`src/tsm_pkg.sv`:
```
// Shared constants, types and state layout of the two-wire memory slave.
// Assumes one system clock; the serial pins are sampled, never used as clocks.
package tsm_pkg;

    // ----------------------------------------------------------------
    // Widths and field positions
    // ----------------------------------------------------------------
    localparam int ADDR_W = 17;
    localparam int BYTE_W = 8;
    localparam int FIFO_DEPTH = 32;
    localparam int TYPE_MSB = 7;
    localparam int TYPE_LSB = 4;
    localparam int SEL_HIGH_POS = 3;
    localparam int SEL_LOW_POS = 2;
    localparam int TOP_ADDR_POS = 1;
    localparam int DIR_POS = 0;
    localparam logic DIR_READ = 1'b1;

    // ----------------------------------------------------------------
    // Bit slot counts within one byte frame
    // ----------------------------------------------------------------
    localparam logic [3:0] LAST_DATA_SLOT = 4'h7;
    localparam logic [3:0] ACK_SLOT = 4'h8;
    localparam logic [3:0] ACK_DONE_SLOT = 4'h9;

    // ----------------------------------------------------------------
    // Reset values
    // ----------------------------------------------------------------
    localparam logic [ADDR_W-1:0] ADDR_RESET = 17'h00000;
    localparam logic [BYTE_W-1:0] BYTE_RESET = 8'h00;

    // ----------------------------------------------------------------
    // Types
    // ----------------------------------------------------------------
    typedef enum logic [2:0] {
        ST_IDLE,
        ST_DEVADDR,
        ST_ADDR_HI,
        ST_ADDR_LO,
        ST_WDATA,
        ST_RDATA,
        ST_IGNORE
    } tsm_state_e;

    typedef struct packed {
        logic [ADDR_W-1:0] addr;
        logic [BYTE_W-1:0] data;
    } tsm_wr_word_s;

    typedef struct packed {
        logic scl_m;
        logic scl_s;
        logic scl_d;
        logic sda_m;
        logic sda_s;
        logic sda_d;
        logic wp_m;
        logic wp_s;
        logic selh_m;
        logic selh_s;
        logic sell_m;
        logic sell_s;
        tsm_state_e st;
        logic [3:0] cnt;
        logic [BYTE_W-1:0] shift;
        logic [BYTE_W-1:0] tx;
        logic [BYTE_W-1:0] hi;
        logic [BYTE_W-1:0] wbyte;
        logic top;
        logic dir;
        logic ack;
        logic mack;
        logic oe;
        logic [ADDR_W-1:0] next;
        logic [ADDR_W-1:0] rd_addr;
        logic rd_en;
    } tsm_state_s;

endpackage

```
`src/tsm_slave.sv`:
```
// Two-wire serial memory slave front end and its write buffer.
// Assumes a synchronous array: read data valid one clock after mem_rd_addr,
// and a write sink on the same clock draining mem_wr_* by valid/ready.
// Functional notes
// - Address word: type, select, top bit, direction.
// - Only matching type code addresses this device.
// - Select bits high then low match straps.
// - Seventh word bit is address bit 16.
// - Eighth bit zero writes, one reads.
// - Mismatch: no acknowledge, ignore until start.
// - Match: pull data low in ninth clock.
// - Two address bytes, high first, each acknowledged.
// - Master clocks; direction picks data driver.
// - Write bytes acknowledged unless buffer full; master then sends next.
// - Read: eight bits out, release for ack.
// - Never busy; new address word acknowledged immediately.
// - Write-lock high at commit keeps the byte out of the buffer; bytes already buffered still drain to the array.
// - Reads work whatever the write-lock level.
// - Byte write: word, two addresses, data, stop.
// - Page write increments address, wraps to zero.
// - Byte committed when its acknowledge ends.
// - Seventeen-bit address buffer kept across transfers.
// - Current read: top bit from the word, low bits from the buffered address (already one past the last byte), wrapping.
// - Random read: set address, restart, one byte.
// - Sequential read increments while master acknowledges.
// - Sample on clock rise, drive on fall.
// - Stop before acknowledge abandons transfer, standby.
`timescale 1ns/1ns

module tsm_fifo #(
    parameter int WIDTH = 25,
    parameter int DEPTH = 32
) (
    input wire logic clk_sys,
    input wire logic rst_sync_n,
    input wire logic in_valid,
    output logic in_ready,
    input wire logic [WIDTH-1:0] in_data,
    output logic out_valid,
    input wire logic out_ready,
    output logic [WIDTH-1:0] out_data
);
    localparam int AW = $clog2(DEPTH);

    typedef struct packed {
        logic [AW:0] wr;
        logic [AW:0] rd;
    } tsm_fifo_s;

    tsm_fifo_s r;
    tsm_fifo_s n;
    logic [WIDTH-1:0] mem [DEPTH];
    logic full;
    logic empty;

    if (DEPTH < 2 || (1 << AW) != DEPTH) begin : g_depth_check
        $error("tsm_fifo: DEPTH must be a power of two of at least 2");
    end

    assign full = (r.wr[AW] != r.rd[AW]) && (r.wr[AW-1:0] == r.rd[AW-1:0]);
    assign empty = (r.wr == r.rd);
    assign in_ready = ~full;
    assign out_valid = ~empty;
    assign out_data = mem[r.rd[AW-1:0]];

    always_comb begin
        n = r;
        if (in_valid && !full) begin
            n.wr = r.wr + 1'b1;
        end
        if (out_ready && !empty) begin
            n.rd = r.rd + 1'b1;
        end
    end

    always_ff @(posedge clk_sys) begin
        if (in_valid && !full) begin
            mem[r.wr[AW-1:0]] <= in_data;
        end
    end

    always_ff @(posedge clk_sys or negedge rst_sync_n) begin
        if (!rst_sync_n) begin
            r <= '0;
        end else begin
            r <= n;
        end
    end
endmodule // tsm_fifo

module tsm_slave #(
    parameter logic [3:0] TYPE_CODE = 4'h6, // Arbitrary value
    parameter int WR_DEPTH = tsm_pkg::FIFO_DEPTH
) (
    input wire logic clk_sys,
    input wire logic rst_n,
    input wire logic scl_in,
    input wire logic sda_in,
    output logic sda_out,
    output logic sda_oe,
    input wire logic wp_in,
    input wire logic select_pin_high,
    input wire logic select_pin_low,
    output logic mem_wr_valid,
    input wire logic mem_wr_ready,
    output tsm_pkg::tsm_wr_word_s mem_wr_word,
    output logic mem_rd_en,
    output logic [tsm_pkg::ADDR_W-1:0] mem_rd_addr,
    input wire logic [tsm_pkg::BYTE_W-1:0] mem_rd_data,
    output logic busy
);
    // ----------------------------------------------------------------
    // Reset release
    // ----------------------------------------------------------------
    logic [1:0] rst_pipe;
    logic rst_sync_n;

    always_ff @(posedge clk_sys or negedge rst_n) begin
        if (!rst_n) begin
            rst_pipe <= 2'h0;
        end else begin
            rst_pipe <= {rst_pipe[0], 1'b1};
        end
    end
    assign rst_sync_n = rst_pipe[1];

    // ----------------------------------------------------------------
    // State and bus events
    // ----------------------------------------------------------------
    tsm_pkg::tsm_state_s r;
    tsm_pkg::tsm_state_s n;
    logic scl_rise;
    logic scl_fall;
    logic start_cond;
    logic stop_cond;
    logic [tsm_pkg::BYTE_W-1:0] rx_byte;
    logic addr_match;
    logic push;
    logic fifo_ready;
    tsm_pkg::tsm_wr_word_s push_word;

    assign scl_rise = r.scl_s & ~r.scl_d;
    assign scl_fall = ~r.scl_s & r.scl_d;
    assign start_cond = r.scl_s & r.scl_d & r.sda_d & ~r.sda_s;
    assign stop_cond = r.scl_s & r.scl_d & ~r.sda_d & r.sda_s;
    assign rx_byte = {r.shift[tsm_pkg::BYTE_W-2:0], r.sda_s};
    assign addr_match = (rx_byte[tsm_pkg::TYPE_MSB:tsm_pkg::TYPE_LSB] == TYPE_CODE)
        && (rx_byte[tsm_pkg::SEL_HIGH_POS] == r.selh_s)
        && (rx_byte[tsm_pkg::SEL_LOW_POS] == r.sell_s);
    assign push_word = '{addr: r.next, data: r.wbyte};

    // ----------------------------------------------------------------
    // Next-state logic
    // ----------------------------------------------------------------
    always_comb begin
        n = r;
        push = 1'b0;
        n.rd_en = 1'b0;
        n.scl_m = scl_in;
        n.scl_s = r.scl_m;
        n.scl_d = r.scl_s;
        n.sda_m = sda_in;
        n.sda_s = r.sda_m;
        n.sda_d = r.sda_s;
        n.wp_m = wp_in;
        n.wp_s = r.wp_m;
        n.selh_m = select_pin_high;
        n.selh_s = r.selh_m;
        n.sell_m = select_pin_low;
        n.sell_s = r.sell_m;
        if (start_cond) begin
            // Always ready for a fresh address word, even right after writes
            n.st = tsm_pkg::ST_DEVADDR;
            n.cnt = 4'h0;
            n.oe = 1'b0;
            n.ack = 1'b0;
        end else if (stop_cond) begin
            // Address buffer survives; any unfinished byte is dropped
            n.st = tsm_pkg::ST_IDLE;
            n.cnt = 4'h0;
            n.oe = 1'b0;
            n.ack = 1'b0;
        end else if (r.st != tsm_pkg::ST_IDLE && r.st != tsm_pkg::ST_IGNORE) begin
            if (scl_rise) begin
                if (r.cnt < tsm_pkg::ACK_SLOT) begin
                    n.shift = rx_byte;
                    n.cnt = r.cnt + 4'h1;
                    if (r.cnt == tsm_pkg::LAST_DATA_SLOT) begin
                        unique case (r.st)
                            tsm_pkg::ST_DEVADDR: begin
                                if (addr_match) begin
                                    n.ack = 1'b1;
                                    n.top = rx_byte[tsm_pkg::TOP_ADDR_POS];
                                    n.dir = rx_byte[tsm_pkg::DIR_POS];
                                    if (rx_byte[tsm_pkg::DIR_POS] == tsm_pkg::DIR_READ) begin
                                        // Top bit from the word, low bits from buffer
                                        n.rd_addr = {rx_byte[tsm_pkg::TOP_ADDR_POS],
                                            r.next[tsm_pkg::ADDR_W-2:0]};
                                        n.rd_en = 1'b1;
                                    end
                                end else begin
                                    n.st = tsm_pkg::ST_IGNORE;
                                end
                            end
                            tsm_pkg::ST_ADDR_HI: begin
                                n.hi = rx_byte;
                                n.ack = 1'b1;
                            end
                            tsm_pkg::ST_ADDR_LO: begin
                                n.next = {r.top, r.hi, rx_byte};
                                n.ack = 1'b1;
                            end
                            tsm_pkg::ST_WDATA: begin
                                n.wbyte = rx_byte;
                                // Full buffer is the only reason to refuse a byte
                                n.ack = fifo_ready;
                            end
                            default: begin
                            end
                        endcase
                    end
                end else if (r.cnt == tsm_pkg::ACK_SLOT) begin
                    n.cnt = tsm_pkg::ACK_DONE_SLOT;
                    if (r.st == tsm_pkg::ST_RDATA) begin
                        n.mack = ~r.sda_s;
                        if (!r.sda_s) begin
                            n.rd_addr = r.next;
                            n.rd_en = 1'b1;
                        end
                    end
                end
            end else if (scl_fall) begin
                if (r.cnt == tsm_pkg::ACK_SLOT) begin
                    // Read: let go so the master can answer
                    n.oe = (r.st == tsm_pkg::ST_RDATA) ? 1'b0 : r.ack;
                end else if (r.cnt == tsm_pkg::ACK_DONE_SLOT) begin
                    n.cnt = 4'h0;
                    n.oe = 1'b0;
                    n.ack = 1'b0;
                    unique case (r.st)
                        tsm_pkg::ST_DEVADDR: begin
                            if (r.dir == tsm_pkg::DIR_READ) begin
                                n.st = tsm_pkg::ST_RDATA;
                                n.tx = mem_rd_data;
                                n.oe = ~mem_rd_data[tsm_pkg::BYTE_W-1];
                                n.next = r.rd_addr + 17'h00001;
                            end else begin
                                n.st = tsm_pkg::ST_ADDR_HI;
                            end
                        end
                        tsm_pkg::ST_ADDR_HI: begin
                            n.st = tsm_pkg::ST_ADDR_LO;
                        end
                        tsm_pkg::ST_ADDR_LO: begin
                            n.st = tsm_pkg::ST_WDATA;
                        end
                        tsm_pkg::ST_WDATA: begin
                            if (r.ack) begin
                                // Commit at the end of the acknowledge clock
                                push = ~r.wp_s;
                                n.next = r.next + 17'h00001;
                            end else begin
                                n.st = tsm_pkg::ST_IGNORE;
                            end
                        end
                        tsm_pkg::ST_RDATA: begin
                            if (r.mack) begin
                                n.tx = mem_rd_data;
                                n.oe = ~mem_rd_data[tsm_pkg::BYTE_W-1];
                                n.next = r.rd_addr + 17'h00001;
                            end else begin
                                n.st = tsm_pkg::ST_IGNORE;
                            end
                        end
                        default: begin
                        end
                    endcase
                end else if (r.st == tsm_pkg::ST_RDATA) begin
                    // Next data bit goes out on the falling edge
                    n.tx = {r.tx[tsm_pkg::BYTE_W-2:0], 1'b0};
                    n.oe = ~r.tx[tsm_pkg::BYTE_W-2];
                end
            end
        end
    end

    always_ff @(posedge clk_sys or negedge rst_sync_n) begin
        if (!rst_sync_n) begin
            r <= '{st: tsm_pkg::ST_IDLE, scl_m: 1'b1, scl_s: 1'b1, scl_d: 1'b1,
                sda_m: 1'b1, sda_s: 1'b1, sda_d: 1'b1, cnt: 4'h0,
                shift: tsm_pkg::BYTE_RESET, tx: tsm_pkg::BYTE_RESET,
                hi: tsm_pkg::BYTE_RESET, wbyte: tsm_pkg::BYTE_RESET,
                next: tsm_pkg::ADDR_RESET, rd_addr: tsm_pkg::ADDR_RESET,
                default: 1'b0};
        end else begin
            r <= n;
        end
    end

    // ----------------------------------------------------------------
    // Write buffer toward the array
    // ----------------------------------------------------------------
    tsm_fifo #(
        .WIDTH($bits(tsm_pkg::tsm_wr_word_s)),
        .DEPTH(WR_DEPTH)
    ) u_wr_fifo (
        .clk_sys(clk_sys),
        .rst_sync_n(rst_sync_n),
        .in_valid(push),
        .in_ready(fifo_ready),
        .in_data(push_word),
        .out_valid(mem_wr_valid),
        .out_ready(mem_wr_ready),
        .out_data(mem_wr_word)
    );

    // ----------------------------------------------------------------
    // Outputs
    // ----------------------------------------------------------------
    assign sda_out = 1'b0;
    assign sda_oe = r.oe;
    assign mem_rd_en = r.rd_en;
    assign mem_rd_addr = r.rd_addr;
    assign busy = (r.st != tsm_pkg::ST_IDLE);
endmodule // tsm_slave

```
`config.mk`:
```
export PLATFORM = sky130hd
export DESIGN_NAME = tsm_slave
export DESIGN_NICKNAME = d
export VERILOG_FILES = /design/src/tsm_pkg.sv /design/src/tsm_slave.sv
export SDC_FILE = /design/constraint.sdc
export NUM_CORES = 1
export LEC_CHECK = 0
export ABC_AREA = 1
export BUFFER_PORTS_ARGS = -buffer_cell sky130_fd_sc_hd__buf_2
export CAP_MARGIN = 5
export CORE_ASPECT_RATIO = 1.25
export CORE_MARGIN = 2
export CORE_UTILIZATION = 55
export DETAILED_ROUTE_END_ITERATION = 10
export HOLD_SLACK_MARGIN = 0.08
export PLACE_DENSITY = 0.74
export SETUP_SLACK_MARGIN = 0.02
export SLEW_MARGIN = 25
export SYNTH_ARGS = -nofsm -noshare
export SYNTH_HDL_FRONTEND = slang
export SYNTH_SLANG_ARGS = --single-unit
```
`constraint.sdc`:
```
create_clock -name clk_sys -period 3.1 [get_ports clk_sys]
set_input_delay 0.155 -clock clk_sys [delete_from_list [all_inputs] [get_ports clk_sys]]
set_output_delay 0.155 -clock clk_sys [all_outputs]
set_load 0.02 [all_outputs]
```
## Yosys cells after proc, flatten, opt, wreduce, memory -nomap -nowiden

Memory sizes are Yosys's and may differ from the RTL's.
Cells that the tools add are included.

| storage, ports and cells | value |
|---|---|
| word-level logic and storage cells | 217 |
| memories | 1 |
| output and inout port bits | 47 |
| memory bits (writable) | 800 |
| input bits | 16 |
| bits in registers | 105 |

Memory list:

| memory | depth | width | rd ports | clocked after Yosys merged registers in | wr ports | line | text |
|---|---|---|---|---|---|---|---|
| u_wr_fifo.mem | 32 | 25 | 1 | 0 | 1 | tsm_slave.sv:52 | `logic [WIDTH-1:0] mem [DEPTH];` |

| cells by class | value |
|---|---|
| reductions and logical operators | 35 |
| bitwise operators | 21 |
| order comparisons | 1 |
| multiplexer cells | 85 |
| $add $sub $neg | 5 |
| equality and inequality tests | 40 |

Operators by type and width:

| cell | number |
|---|---|
| two-way mux 18 bit | 12 |
| two-way mux 17 bit | 6 |
| two-way mux 8 bit | 11 |
| two-way mux 79 bit | 1 |
| one-hot mux 17 bit (3 select lines) | 1 |
| two-way mux 7 bit | 6 |
| two-way mux 19 bit | 2 |
| two-way mux 35 bit | 1 |
| adder 17 x 1 -> 17 bit (second input constant) | 2 |
| two-way mux 1 bit | 30 |
| two-way mux 3 bit | 8 |
| AND reduction 11 bit | 2 |
| AND reduction 7 bit | 3 |
| inequality test 3 bit (second input constant) | 6 |
| one-hot mux 8 bit (2 select lines) | 1 |
| AND reduction 8 bit | 2 |
| inequality test 5 bit (second input constant) | 3 |
| one-hot mux 3 bit (5 select lines) | 1 |
| NOT 1 bit | 14 |
| AND reduction 13 bit | 1 |
| adder 6 x 1 -> 6 bit (second input constant) | 2 |
| inequality test 2 x 1 -> 1 bit (second input constant) | 6 |
| inequality test 4 x 1 -> 1 bit (second input constant) | 3 |
| nonzero test 2 bit | 6 |
| 31 further kinds | 57 |

## Depth between registers and ports, before layout

Gate-level depths: netlist of the first run.

| logic depth | value |
|---|---|
| depth in word-level cells | 13 |
| mapped depth | 14 |
| gate-level depth less buffers | 13 |

## Cells and area by module

From an unflattened synthesis of the first run, not the netlist that was laid out.

| unflattened totals | value |
|---|---|
| cell total of the unflattened synthesis | 3557 |
| area total of the unflattened synthesis | 38194.1 um^2 |

By module, submodules not included:

| module | times used | cells an instance | area an instance (um^2) | seq. area each (um^2) |
|---|---|---|---|---|
| tsm_fifo | 1 | 2823 | 32860.3 | 24323.3 |
| tsm_slave | 1 | 734 | 5333.9 | 2284.7 |

## Worst setup path before layout of the first run

Ideal clock, no wire load.

| timing | value |
|---|---|
| kind | register -> register |
| from | register r[88] (netlist name) |
| to | memory u_wr_fifo.mem[7][0], enable pin |
| cell stages (with the launch flop) | 13 |
| clock period less this slack | 3904 ps |
| data required time | 2661 ps |
| path buffers | 1 |
| setup time | 439 ps |
| setup slack | -804 ps |
| arrival time | 3465 ps |
| cells stage by stage | dfstp_2 inv_1 ha_1 buf_2 inv_1 nand2_1 nor2_1 nand2_1 nor2_1 nand2_1 inv_2 nand3_1 nor3_1 |

| on the way | value |
|---|---|
| longest elaborated chain between the ends | 9 |
| elaborated cells between the ends (all ways) | 16 |
| classes of those cells | 7 x mux; 8 x bitwise; 1 x reduce/logical |

Ends and longest elaborated chain:

| element | line | text |
|---|---|---|
| from (decl) | tsm_slave.sv:130 | `tsm_pkg::tsm_state_s r;` |
| from (signal assigned) | tsm_slave.sv:289 | `r <= '{st: tsm_pkg::ST_IDLE, scl_m: 1'b1, scl_s: 1'b1, scl_d: 1'b1,` |
| from (signal assigned) | tsm_slave.sv:296 | `r <= n;` |
| bitwise AND 1 bit or NOT 1 bit (tied branches) | tsm_slave.sv:143, tsm_slave.sv:142 |  |
| two-way mux 1 bit or bitwise AND 1 bit (tied branches) | tsm_slave.sv:232, tsm_slave.sv:142 |  |
| two-way mux 1 bit | tsm_slave.sv:184 | `if (scl_rise) begin` |
| two-way mux 1 bit | tsm_slave.sv:183 | `end else if (r.st != tsm_pkg::ST_IDLE && r.st != tsm_pkg::ST_IGNORE) begin` |
| two-way mux 1 bit | tsm_slave.sv:177 | `end else if (stop_cond) begin` |
| two-way mux 1 bit (*) | tsm_slave.sv:171 | `if (start_cond) begin` |
| logical AND 1 bit (*) | tsm_slave.sv:77 | `if (in_valid && !full) begin` |
| two-way mux 1 bit (*) | tsm_slave.sv:77 |  |
| two-way mux 1 bit (not written as such) (*) | tsm_slave.sv:78 | `mem[r.wr[AW-1:0]] <= in_data;` |
| to (decl) | tsm_slave.sv:52 |  |

Mark *: on every way between the ends. The rest lies on a longest branch, timed or not.

==> flow_metrics.py, run 1 <==
metrics = {
    "outcome": {
        "status": "finished, final reports clean",
    },
    "clock_network": {
        "cts-root-buf": "sky130_fd_sc_hd__clkbuf_16",
        "cts_tree": "built",
        "cts_made_buffers": 86,
        "clock_sink_count": 903,
        "path_clk_slew_ns": 0.06,
        "clock_path_buffers": 3,
        "cts-htree-levels": 3,
        "clk_latency_ns": 0.65,
    },
    "global_routing": {
        "use_met3_pct": 4.70,
        "wire_length_of_the_first_global_routing_pass_mm": 149,
        "grt_pass1_vias": 25900,
        "grt.met1_usage_pct": 34.8,
        "globalRoute.totalOverflow": 0,
        "grt-busiest-layer": "met2",
        "grt_start_max_net_pins": 126,
        "number_of_antenna_violations_at_the_first_check_in_global_routing": 2,
        "use_met2_pct": 48.0,
        "grt_util_all_layers_pct": 27.8,
    },
    "critical_path": {
        "cp_data_required_time_ns": 2.94,
        "setup.worst_path.start_class": "register",
        "worstPathCellList": "buf_16, buf_16, or2_2, o21ai_0, o22ai_1, nand2_1, nand4_1, nand2_1, inv_1, buf_2",
        "crit_slowest_cell": "sky130_fd_sc_hd__dfrtp_4",
        "worstSetupPathType": "reg2out",
        "cp_slowest_stage_delay_ns": 0.58,
        "crit_path_max_fanout": 41,
        "setup.reg_to_reg.worst_slack_ns": 0.33,
        "setup.worst_path.end_class": "primary output",
        "critPathArrivalTime_ns": 2.88,
    },
    "placement": {
        "sum_of_net_half_perimeters_after_detailed_placement_mm": 58.5,
        "pre_cts_ws_ns": 0.393,
        "placedInstanceArea_sq_um": 39600,
        "total_instance_count_after_detailed_placement": 4071,
        "gp_congestion": 0.895,
        "buffer_ports.inserted": 61,
    },
    "sta": {
        "setup_viol": 0,
        "slew_headroom_pct": 44.6,
        "final_max_slew_viol_count": 0,
        "top_achievable_clock_speed_mhz": 330,
        "final.setup_skew_ns": 0.0231,
        "post-route-min-period_ns": 3.03,
        "max_slew.worst_pin.slew_ns": 0.832,
        "hold_viol_final": 0,
        "timing.final.crit_share_pct": 97.8,
        "hold-worst-slack_ns": 0.153,
        "setup_slack_ns": 0.0696,
        "rsz_0062_raised_after_global_routing": "yes",
    },
    "die": {
        "die_area_sq_um": 70600,
        "core_sq_um": 68000,
        "die_w_um": 238,
        "initial_utilization_pct": 55.4,
        "floorplan.die.height_um": 297,
        "num_rows": 107,
        "boundary_pin_count": 63,
    },
    "route": {
        "route.detailed.wl_per_inst_um": 23.4,
        "drc": 0,
        "drtPass1Iterations": 6,
        "drtIter0Drc": 3192,
        "routed_via_density": 6.14,
        "drtAntennaViolNets": 0,
        "wl_mm": 99.8,
        "num_vias": 26200,
    },
    "logic_synthesis": {
        "syn-instance-count": 3233,
        "netlist.top_cell.by_area": "sky130_fd_sc_hd__edfxtp_1",
        "postSynth.asyncResetShare_pct": 11.4,
        "yosys_warnings": 0,
        "post_synth.cell_area_avg_sq_um": 11.6,
        "count_of_flip_flops_with_a_built_in_enable_after_synthesis": 800,
        "netlist_top_cells_area": "sky130_fd_sc_hd__edfxtp_1, sky130_fd_sc_hd__dfrtp_1, sky130_fd_sc_hd__o21ai_0",
        "post_synth_instance_area_sq_um": 37700,
        "most_numerous_cell_types_in_the_synthesized_netlist": "sky130_fd_sc_hd__edfxtp_1, sky130_fd_sc_hd__nor2_1, sky130_fd_sc_hd__o21ai_0",
        "yosys_register_bits": 903,
        "syn-num-nets": 3262,
        "synthMostInstantiatedCell": "sky130_fd_sc_hd__edfxtp_1",
        "ys_dominant_reg_cell": "sky130_fd_sc_hd__edfxtp_1",
        "synth_top_area_share_pct": 63.8,
        "synth_cell_types": 45,
        "synth-seq-area-share_pct": 70.7,
    },
    "power": {
        "irDropWorstVdd_uv": 548,
        "leakagePower_nw": 17.2,
        "power_per_unit_of_standard_cell_area_nw_per_um2": 853,
    },
    "finish": {
        "sequential_cell_area_in_the_final_layout_sq_um": 26600,
        "drive_above_1_share_pct": 13.5,
        "multi_input_area_sq_um": 9900,
        "syn_to_final_growth_pct": 15.2,
        "fin_area_sq_um": 43400,
        "finish.utilization_pct": 63.8,
        "insertedDiodeCount": 0,
        "fin_nets": 3347,
        "number_of_inserted_filler_cells_in_the_final_layout": 4909,
        "fin_cells": 4262,
    },
    "min_path": {
        "min-delay-path-class": "in2reg",
    },
    "run": {
        "cap_viol_max_count": 0,
    },
}
[worst max-delay path, delay by kind of cell, from the launching register on]
| kind | cells | cell delay [ns] |
|---|---|---|
| simple gates | 4 | 0.79 |
| buf+inv | 4 | 0.63 |
| compound gates | 2 | 0.18 |
| flops | 1 | 0.58 |
[timing repair]
action                     4_1_cts  5_1_grt
hold endpoints to repair        19        0
pin swaps                        0        3
buffers inserted                 3        5
hold buffers                    16        0
cloned                           2        5
setup endpoints to repair       25       25
resized for setup               15       22
[path summary, 6_finish.rpt]
check                                from                    end  cells after the start
min                                sda_in                  n[86]                      2
max                        u_wr_fifo.r[0]         mem_wr_word[0]                     10
max reg2reg                         n[85]  u_wr_fifo.mem[23][18]                     11
min reg2reg                   rst_pipe[1]                  n[81]                      0
min in group asynchronous     rst_pipe[1]                  n[81]                      0
max in group asynchronous     rst_pipe[1]         mem_rd_addr[4]                      1
[flip-flops by register name (all words and copies together) (netlist names)]
| name | flops |
|---|---|
| u_wr_fifo.mem | 800 |
| r | 38 |
| push_word | 25 |
| mem_rd_addr | 17 |
| u_wr_fifo.r | 12 |
| n | 7 |
| rst_pipe | 2 |
| mem_rd_en | 1 |
| sda_oe | 1 |
[logic make-up (layout without fill, tap and decap cells)]
group	Yosys count	after routing	synth area share (%)
muxes	6	6	0.159
xor gates and xnor gates	16	16	0.372
DFF	903	903	70.7
other	2	2	0.0199
buffers and inverters	339	496	3.86
and+or+nand+nor	1174	1174	12.8
AOI/OAI and AO/OA	780	780	11.7
adders and majority gates	13	13	0.432
[where the power goes]
| group | switching, mW | internal (mW) | leakage, nW |
|---|---|---|---|
| sequential | 0.190 | 13.1 | 10.7 |
| clock | 4.68 | 7.05 | 1.54 |
| combinational | 8.14 | 3.82 | 4.96 |
[cell usage in the layout, fill, tap and decap left out, types with 85 or more instances in the layout]
cell type / n
sky130_fd_sc_hd__nor2_1: 538
sky130_fd_sc_hd__inv_1: 119
sky130_fd_sc_hd__edfxtp_1: 800
sky130_fd_sc_hd__clkbuf_16: 91
sky130_fd_sc_hd__nand3_1: 102
sky130_fd_sc_hd__o211ai_1: 85
sky130_fd_sc_hd__nand2_1: 410
sky130_fd_sc_hd__o22ai_1: 97
sky130_fd_sc_hd__dfrtp_1: 86
sky130_fd_sc_hd__o21ai_0: 479
[final cells by class]
class	instances	share of cell area (%)
sequential	903	61.4
multi-input combinational	1991	22.8
clock buffer	95	5.09
timing repair buffer	200	4.70
tap	872	2.51
clock inverter	65	2.28
inverter	136	1.22
[layer usage]
metal	vias up	wire [um]
met5	-	8
met4	2	3960
met3	247	8840
met2	1425	49900
met1	12800	37000
li1	11700	-
[stage by stage]
stage | TNS [ns] | power [mW]
2_1_floorplan | -101.76 | 20.8
3_3_place_gp | 0 | 24.1
3_5_place_dp | 0 | 24.4
4_1_cts | 0 | 36.5
5_1_grt | -0.0632 | 38.5
6_report | 0 | 37.0
No activity file was read; power rests on OpenSTA's default activity.
==> run 2: changes to the inputs <==
--- a/config.mk
+++ b/config.mk
@@ -5,7 +5,6 @@
 export SDC_FILE = /design/constraint.sdc
 export NUM_CORES = 1
 export LEC_CHECK = 0
-export ABC_AREA = 1
 export BUFFER_PORTS_ARGS = -buffer_cell sky130_fd_sc_hd__buf_2
 export CAP_MARGIN = 5
 export CORE_ASPECT_RATIO = 1.25
==> run 2 against run 1 <==
The flow now finishes with violations (negative setup slack); worst hold slack improved by 0.011 ns; total power fell by 35%; first-iteration DRC count fell by 33%.
==> flow_metrics.py, run 2 <==
metrics = {
    "outcome": {
        "status": "finished with violations",
        "failing_checks": "negative setup slack",
    },
    "logic_synthesis": {
        "synth_cell_types": 70,
        "syn-num-nets": 1793,
        "synth-seq-area-share_pct": 73.4,
        "syn-instance-count": 1764,
        "netlist.top_cell.by_area": "sky130_fd_sc_hd__edfxtp_1",
        "count_of_flip_flops_with_a_built_in_enable_after_synthesis": 800,
        "yosys_warnings": 0,
        "synthMostInstantiatedCell": "sky130_fd_sc_hd__edfxtp_1",
        "synth_top_area_share_pct": 66.2,
        "netlist_top_cells_area": "sky130_fd_sc_hd__edfxtp_1, sky130_fd_sc_hd__mux4_2, sky130_fd_sc_hd__dfrtp_1",
        "post_synth.cell_area_avg_sq_um": 20.6,
        "postSynth.asyncResetShare_pct": 11.4,
        "most_numerous_cell_types_in_the_synthesized_netlist": "sky130_fd_sc_hd__edfxtp_1, sky130_fd_sc_hd__mux4_2, sky130_fd_sc_hd__dfrtp_1",
        "yosys_register_bits": 903,
        "ys_dominant_reg_cell": "sky130_fd_sc_hd__edfxtp_1",
        "post_synth_instance_area_sq_um": 36300,
    },
    "die": {
        "die_area_sq_um": 68000,
        "core_sq_um": 65400,
        "die_w_um": 234,
        "boundary_pin_count": 63,
        "initial_utilization_pct": 55.4,
        "num_rows": 105,
        "floorplan.die.height_um": 291,
    },
    "sta": {
        "fin_setup_tns_ns": -3.88,
        "hold_viol_final": 0,
        "rsz_0062_raised_after_global_routing": "yes",
        "hold-worst-slack_ns": 0.165,
        "setup_slack_ns": -0.218,
        "slew_headroom_pct": 28.9,
        "max_slew.worst_pin.slew_ns": 1.07,
        "setup_viol": 25,
        "post-route-min-period_ns": 3.32,
        "final.setup_skew_ns": 0.0271,
        "final_max_slew_viol_count": 0,
        "timing.final.crit_share_pct": 107,
        "top_achievable_clock_speed_mhz": 301,
    },
    "global_routing": {
        "number_of_antenna_violations_at_the_first_check_in_global_routing": 1,
        "globalRoute.totalOverflow": 0,
        "wire_length_of_the_first_global_routing_pass_mm": 133,
        "grt_start_max_net_pins": 60,
        "grt_pass1_vias": 19600,
        "grt_util_all_layers_pct": 27.3,
    },
    "critical_path": {
        "depth_of_the_worst_register_to_register_path": 10,
        "setup.worst_path.end_class": "primary output",
        "worstSetupPathType": "reg2out",
        "crit_path_max_fanout": 7,
        "setup.worst_path.start_class": "register",
        "timing.rr.end": "u_wr_fifo.mem[21][14]",
        "reg2reg_from": "u_wr_fifo.r[0]",
        "crit_path_from": "u_wr_fifo.r[0]",
        "critPathArrivalTime_ns": 3.16,
        "cp_data_required_time_ns": 2.94,
        "setup.reg_to_reg.worst_slack_ns": 0.26,
    },
    "power": {
        "power.total_mw": 24.0,
        "irDropWorstVdd_uv": 687,
        "leakagePower_nw": 13.5,
        "power_per_unit_of_standard_cell_area_nw_per_um2": 565,
    },
    "route": {
        "routed_via_density": 6.54,
        "wl_mm": 92.6,
        "num_vias": 18900,
        "drc": 0,
        "route.detailed.wl_per_inst_um": 32.0,
        "drtAntennaViolNets": 0,
        "drtIter0Drc": 2137,
        "drtPass1Iterations": 7,
    },
    "finish": {
        "largest_register_ffs": 800,
        "fin_nets": 2000,
        "layout.cells.most_common": "sky130_fd_sc_hd__edfxtp_1",
        "number_of_inserted_filler_cells_in_the_final_layout": 4182,
        "finish.utilization_pct": 64.8,
        "drive_above_1_share_pct": 35.8,
        "final_cell_mix": "sky130_fd_sc_hd__edfxtp_1, sky130_fd_sc_hd__mux4_2, sky130_fd_sc_hd__clkbuf_16",
        "fin_area_sq_um": 42400,
        "insertedDiodeCount": 0,
        "syn_to_final_growth_pct": 17.0,
        "fin_cells": 2895,
    },
    "clock_network": {
        "cts_tree": "built",
        "cts-htree-levels": 3,
        "cts_made_buffers": 82,
        "clock_sink_count": 903,
        "path_clk_slew_ns": 0.06,
        "clk_latency_ns": 0.64,
        "clock_path_buffers": 3,
        "cts-root-buf": "sky130_fd_sc_hd__clkbuf_16",
    },
    "placement": {
        "sum_of_net_half_perimeters_after_detailed_placement_mm": 51.0,
        "gp_congestion": 0.881,
        "placedInstanceArea_sq_um": 38800,
        "total_instance_count_after_detailed_placement": 2695,
        "buffer_ports.inserted": 61,
        "pre_cts_ws_ns": 0.0996,
    },
    "min_path": {
        "min-delay-path-class": "in2reg",
        "timing.hold.worst_endpoint": "n[86]",
        "holdPathStages": 2,
        "holdCritStartpoint": "sda_in",
    },
    "run": {
        "cap_viol_max_count": 0,
    },
}
==> run 2: cell types whose count changed after synthesis, moves of 77 or more <==
cell                       change
sky130_fd_sc_hd__inv_1        -98
sky130_fd_sc_hd__mux2_2       +78
sky130_fd_sc_hd__mux4_2      +250
sky130_fd_sc_hd__nand2_1     -361
sky130_fd_sc_hd__nand3_1      -77
sky130_fd_sc_hd__nor2_1      -520
sky130_fd_sc_hd__o211ai_1     -82
sky130_fd_sc_hd__o21ai_0     -452
sky130_fd_sc_hd__o22ai_1      -94
==> run 2: area by class of cell <==
class / count / area, sq um / area share, %
Sequential cell: 903 / 26600 / 62.8
Multi-Input combinational cell: 729 / 9330 / 22.0
Timing Repair Buffer: 232 / 2660 / 6.27
Clock buffer: 97 / 2140 / 5.04
Tap cell: 856 / 1070 / 2.52
Clock inverter: 55 / 494 / 1.17
Inverter: 23 / 86.3 / 0.204
==> run 2: timing repair <==
action	CTS	global route
gates cloned	9	8
pin swaps	0	1
endpoints found under the hold margin	21	0
buffers inserted	12	7
hold buffers	16	0
endpoints found under the setup margin	25	243
resized for setup	59	24
==> run 2: worst max-delay path by stage <==
stage,depth (start not counted),to
3_3_place_gp,9,u_wr_fifo.mem[15][1]
4_1_cts,7,mem_wr_word[9]
3_5_place_dp,6,push_word[0]
5_1_grt,6,mem_wr_word[19]
6_report,6,mem_wr_word[19]
2_1_floorplan,7,u_wr_fifo.mem[12][0]
==> run 2: kinds of logic (layout without fill, tap and decap cells) <==
logic type / Yosys count / count (layout) / synth area share [%]
compound gates: 109 / 109 / 1.95
xor+xnor: 33 / 33 / 0.797
fa+ha+maj: 13 / 13 / 0.449
buf+inv: 132 / 407 / 1.73
flops: 903 / 903 / 73.4
mux: 340 / 340 / 18.3
other cells: 2 / 2 / 0.0207
simple gates: 232 / 232 / 3.41
==> run 2: metal layers <==
metal	up-vias	wire (um)	GRT usage, %
li1	7702	-	-
met1	10000	33000	34.8
met2	1032	49800	47.9
met3	177	6950	4.57
met4	0	2880	8.80
met5	-	0	0
==> run 2: worst max-delay path, cell delays in order, from the launching register on <==
cell and delay, ns:
sky130_fd_sc_hd__dfrtp_4 0.55, sky130_fd_sc_hd__clkbuf_16 0.22, sky130_fd_sc_hd__buf_16 0.14, sky130_fd_sc_hd__mux4_2 0.57, sky130_fd_sc_hd__mux4_2 0.56, sky130_fd_sc_hd__mux2_4 0.33, sky130_fd_sc_hd__buf_6 0.14
==> run 2: power breakdown <==
| group | internal [mW] | switching [mW] | total, mW |
|---|---|---|---|
| Combinational | 0.277 | 0.428 | 0.706 |
| Sequential | 13.1 | 0.104 | 13.2 |
| Clock | 5.57 | 4.48 | 10.0 |
| Total | 19.0 | 5.02 | 24.0 |
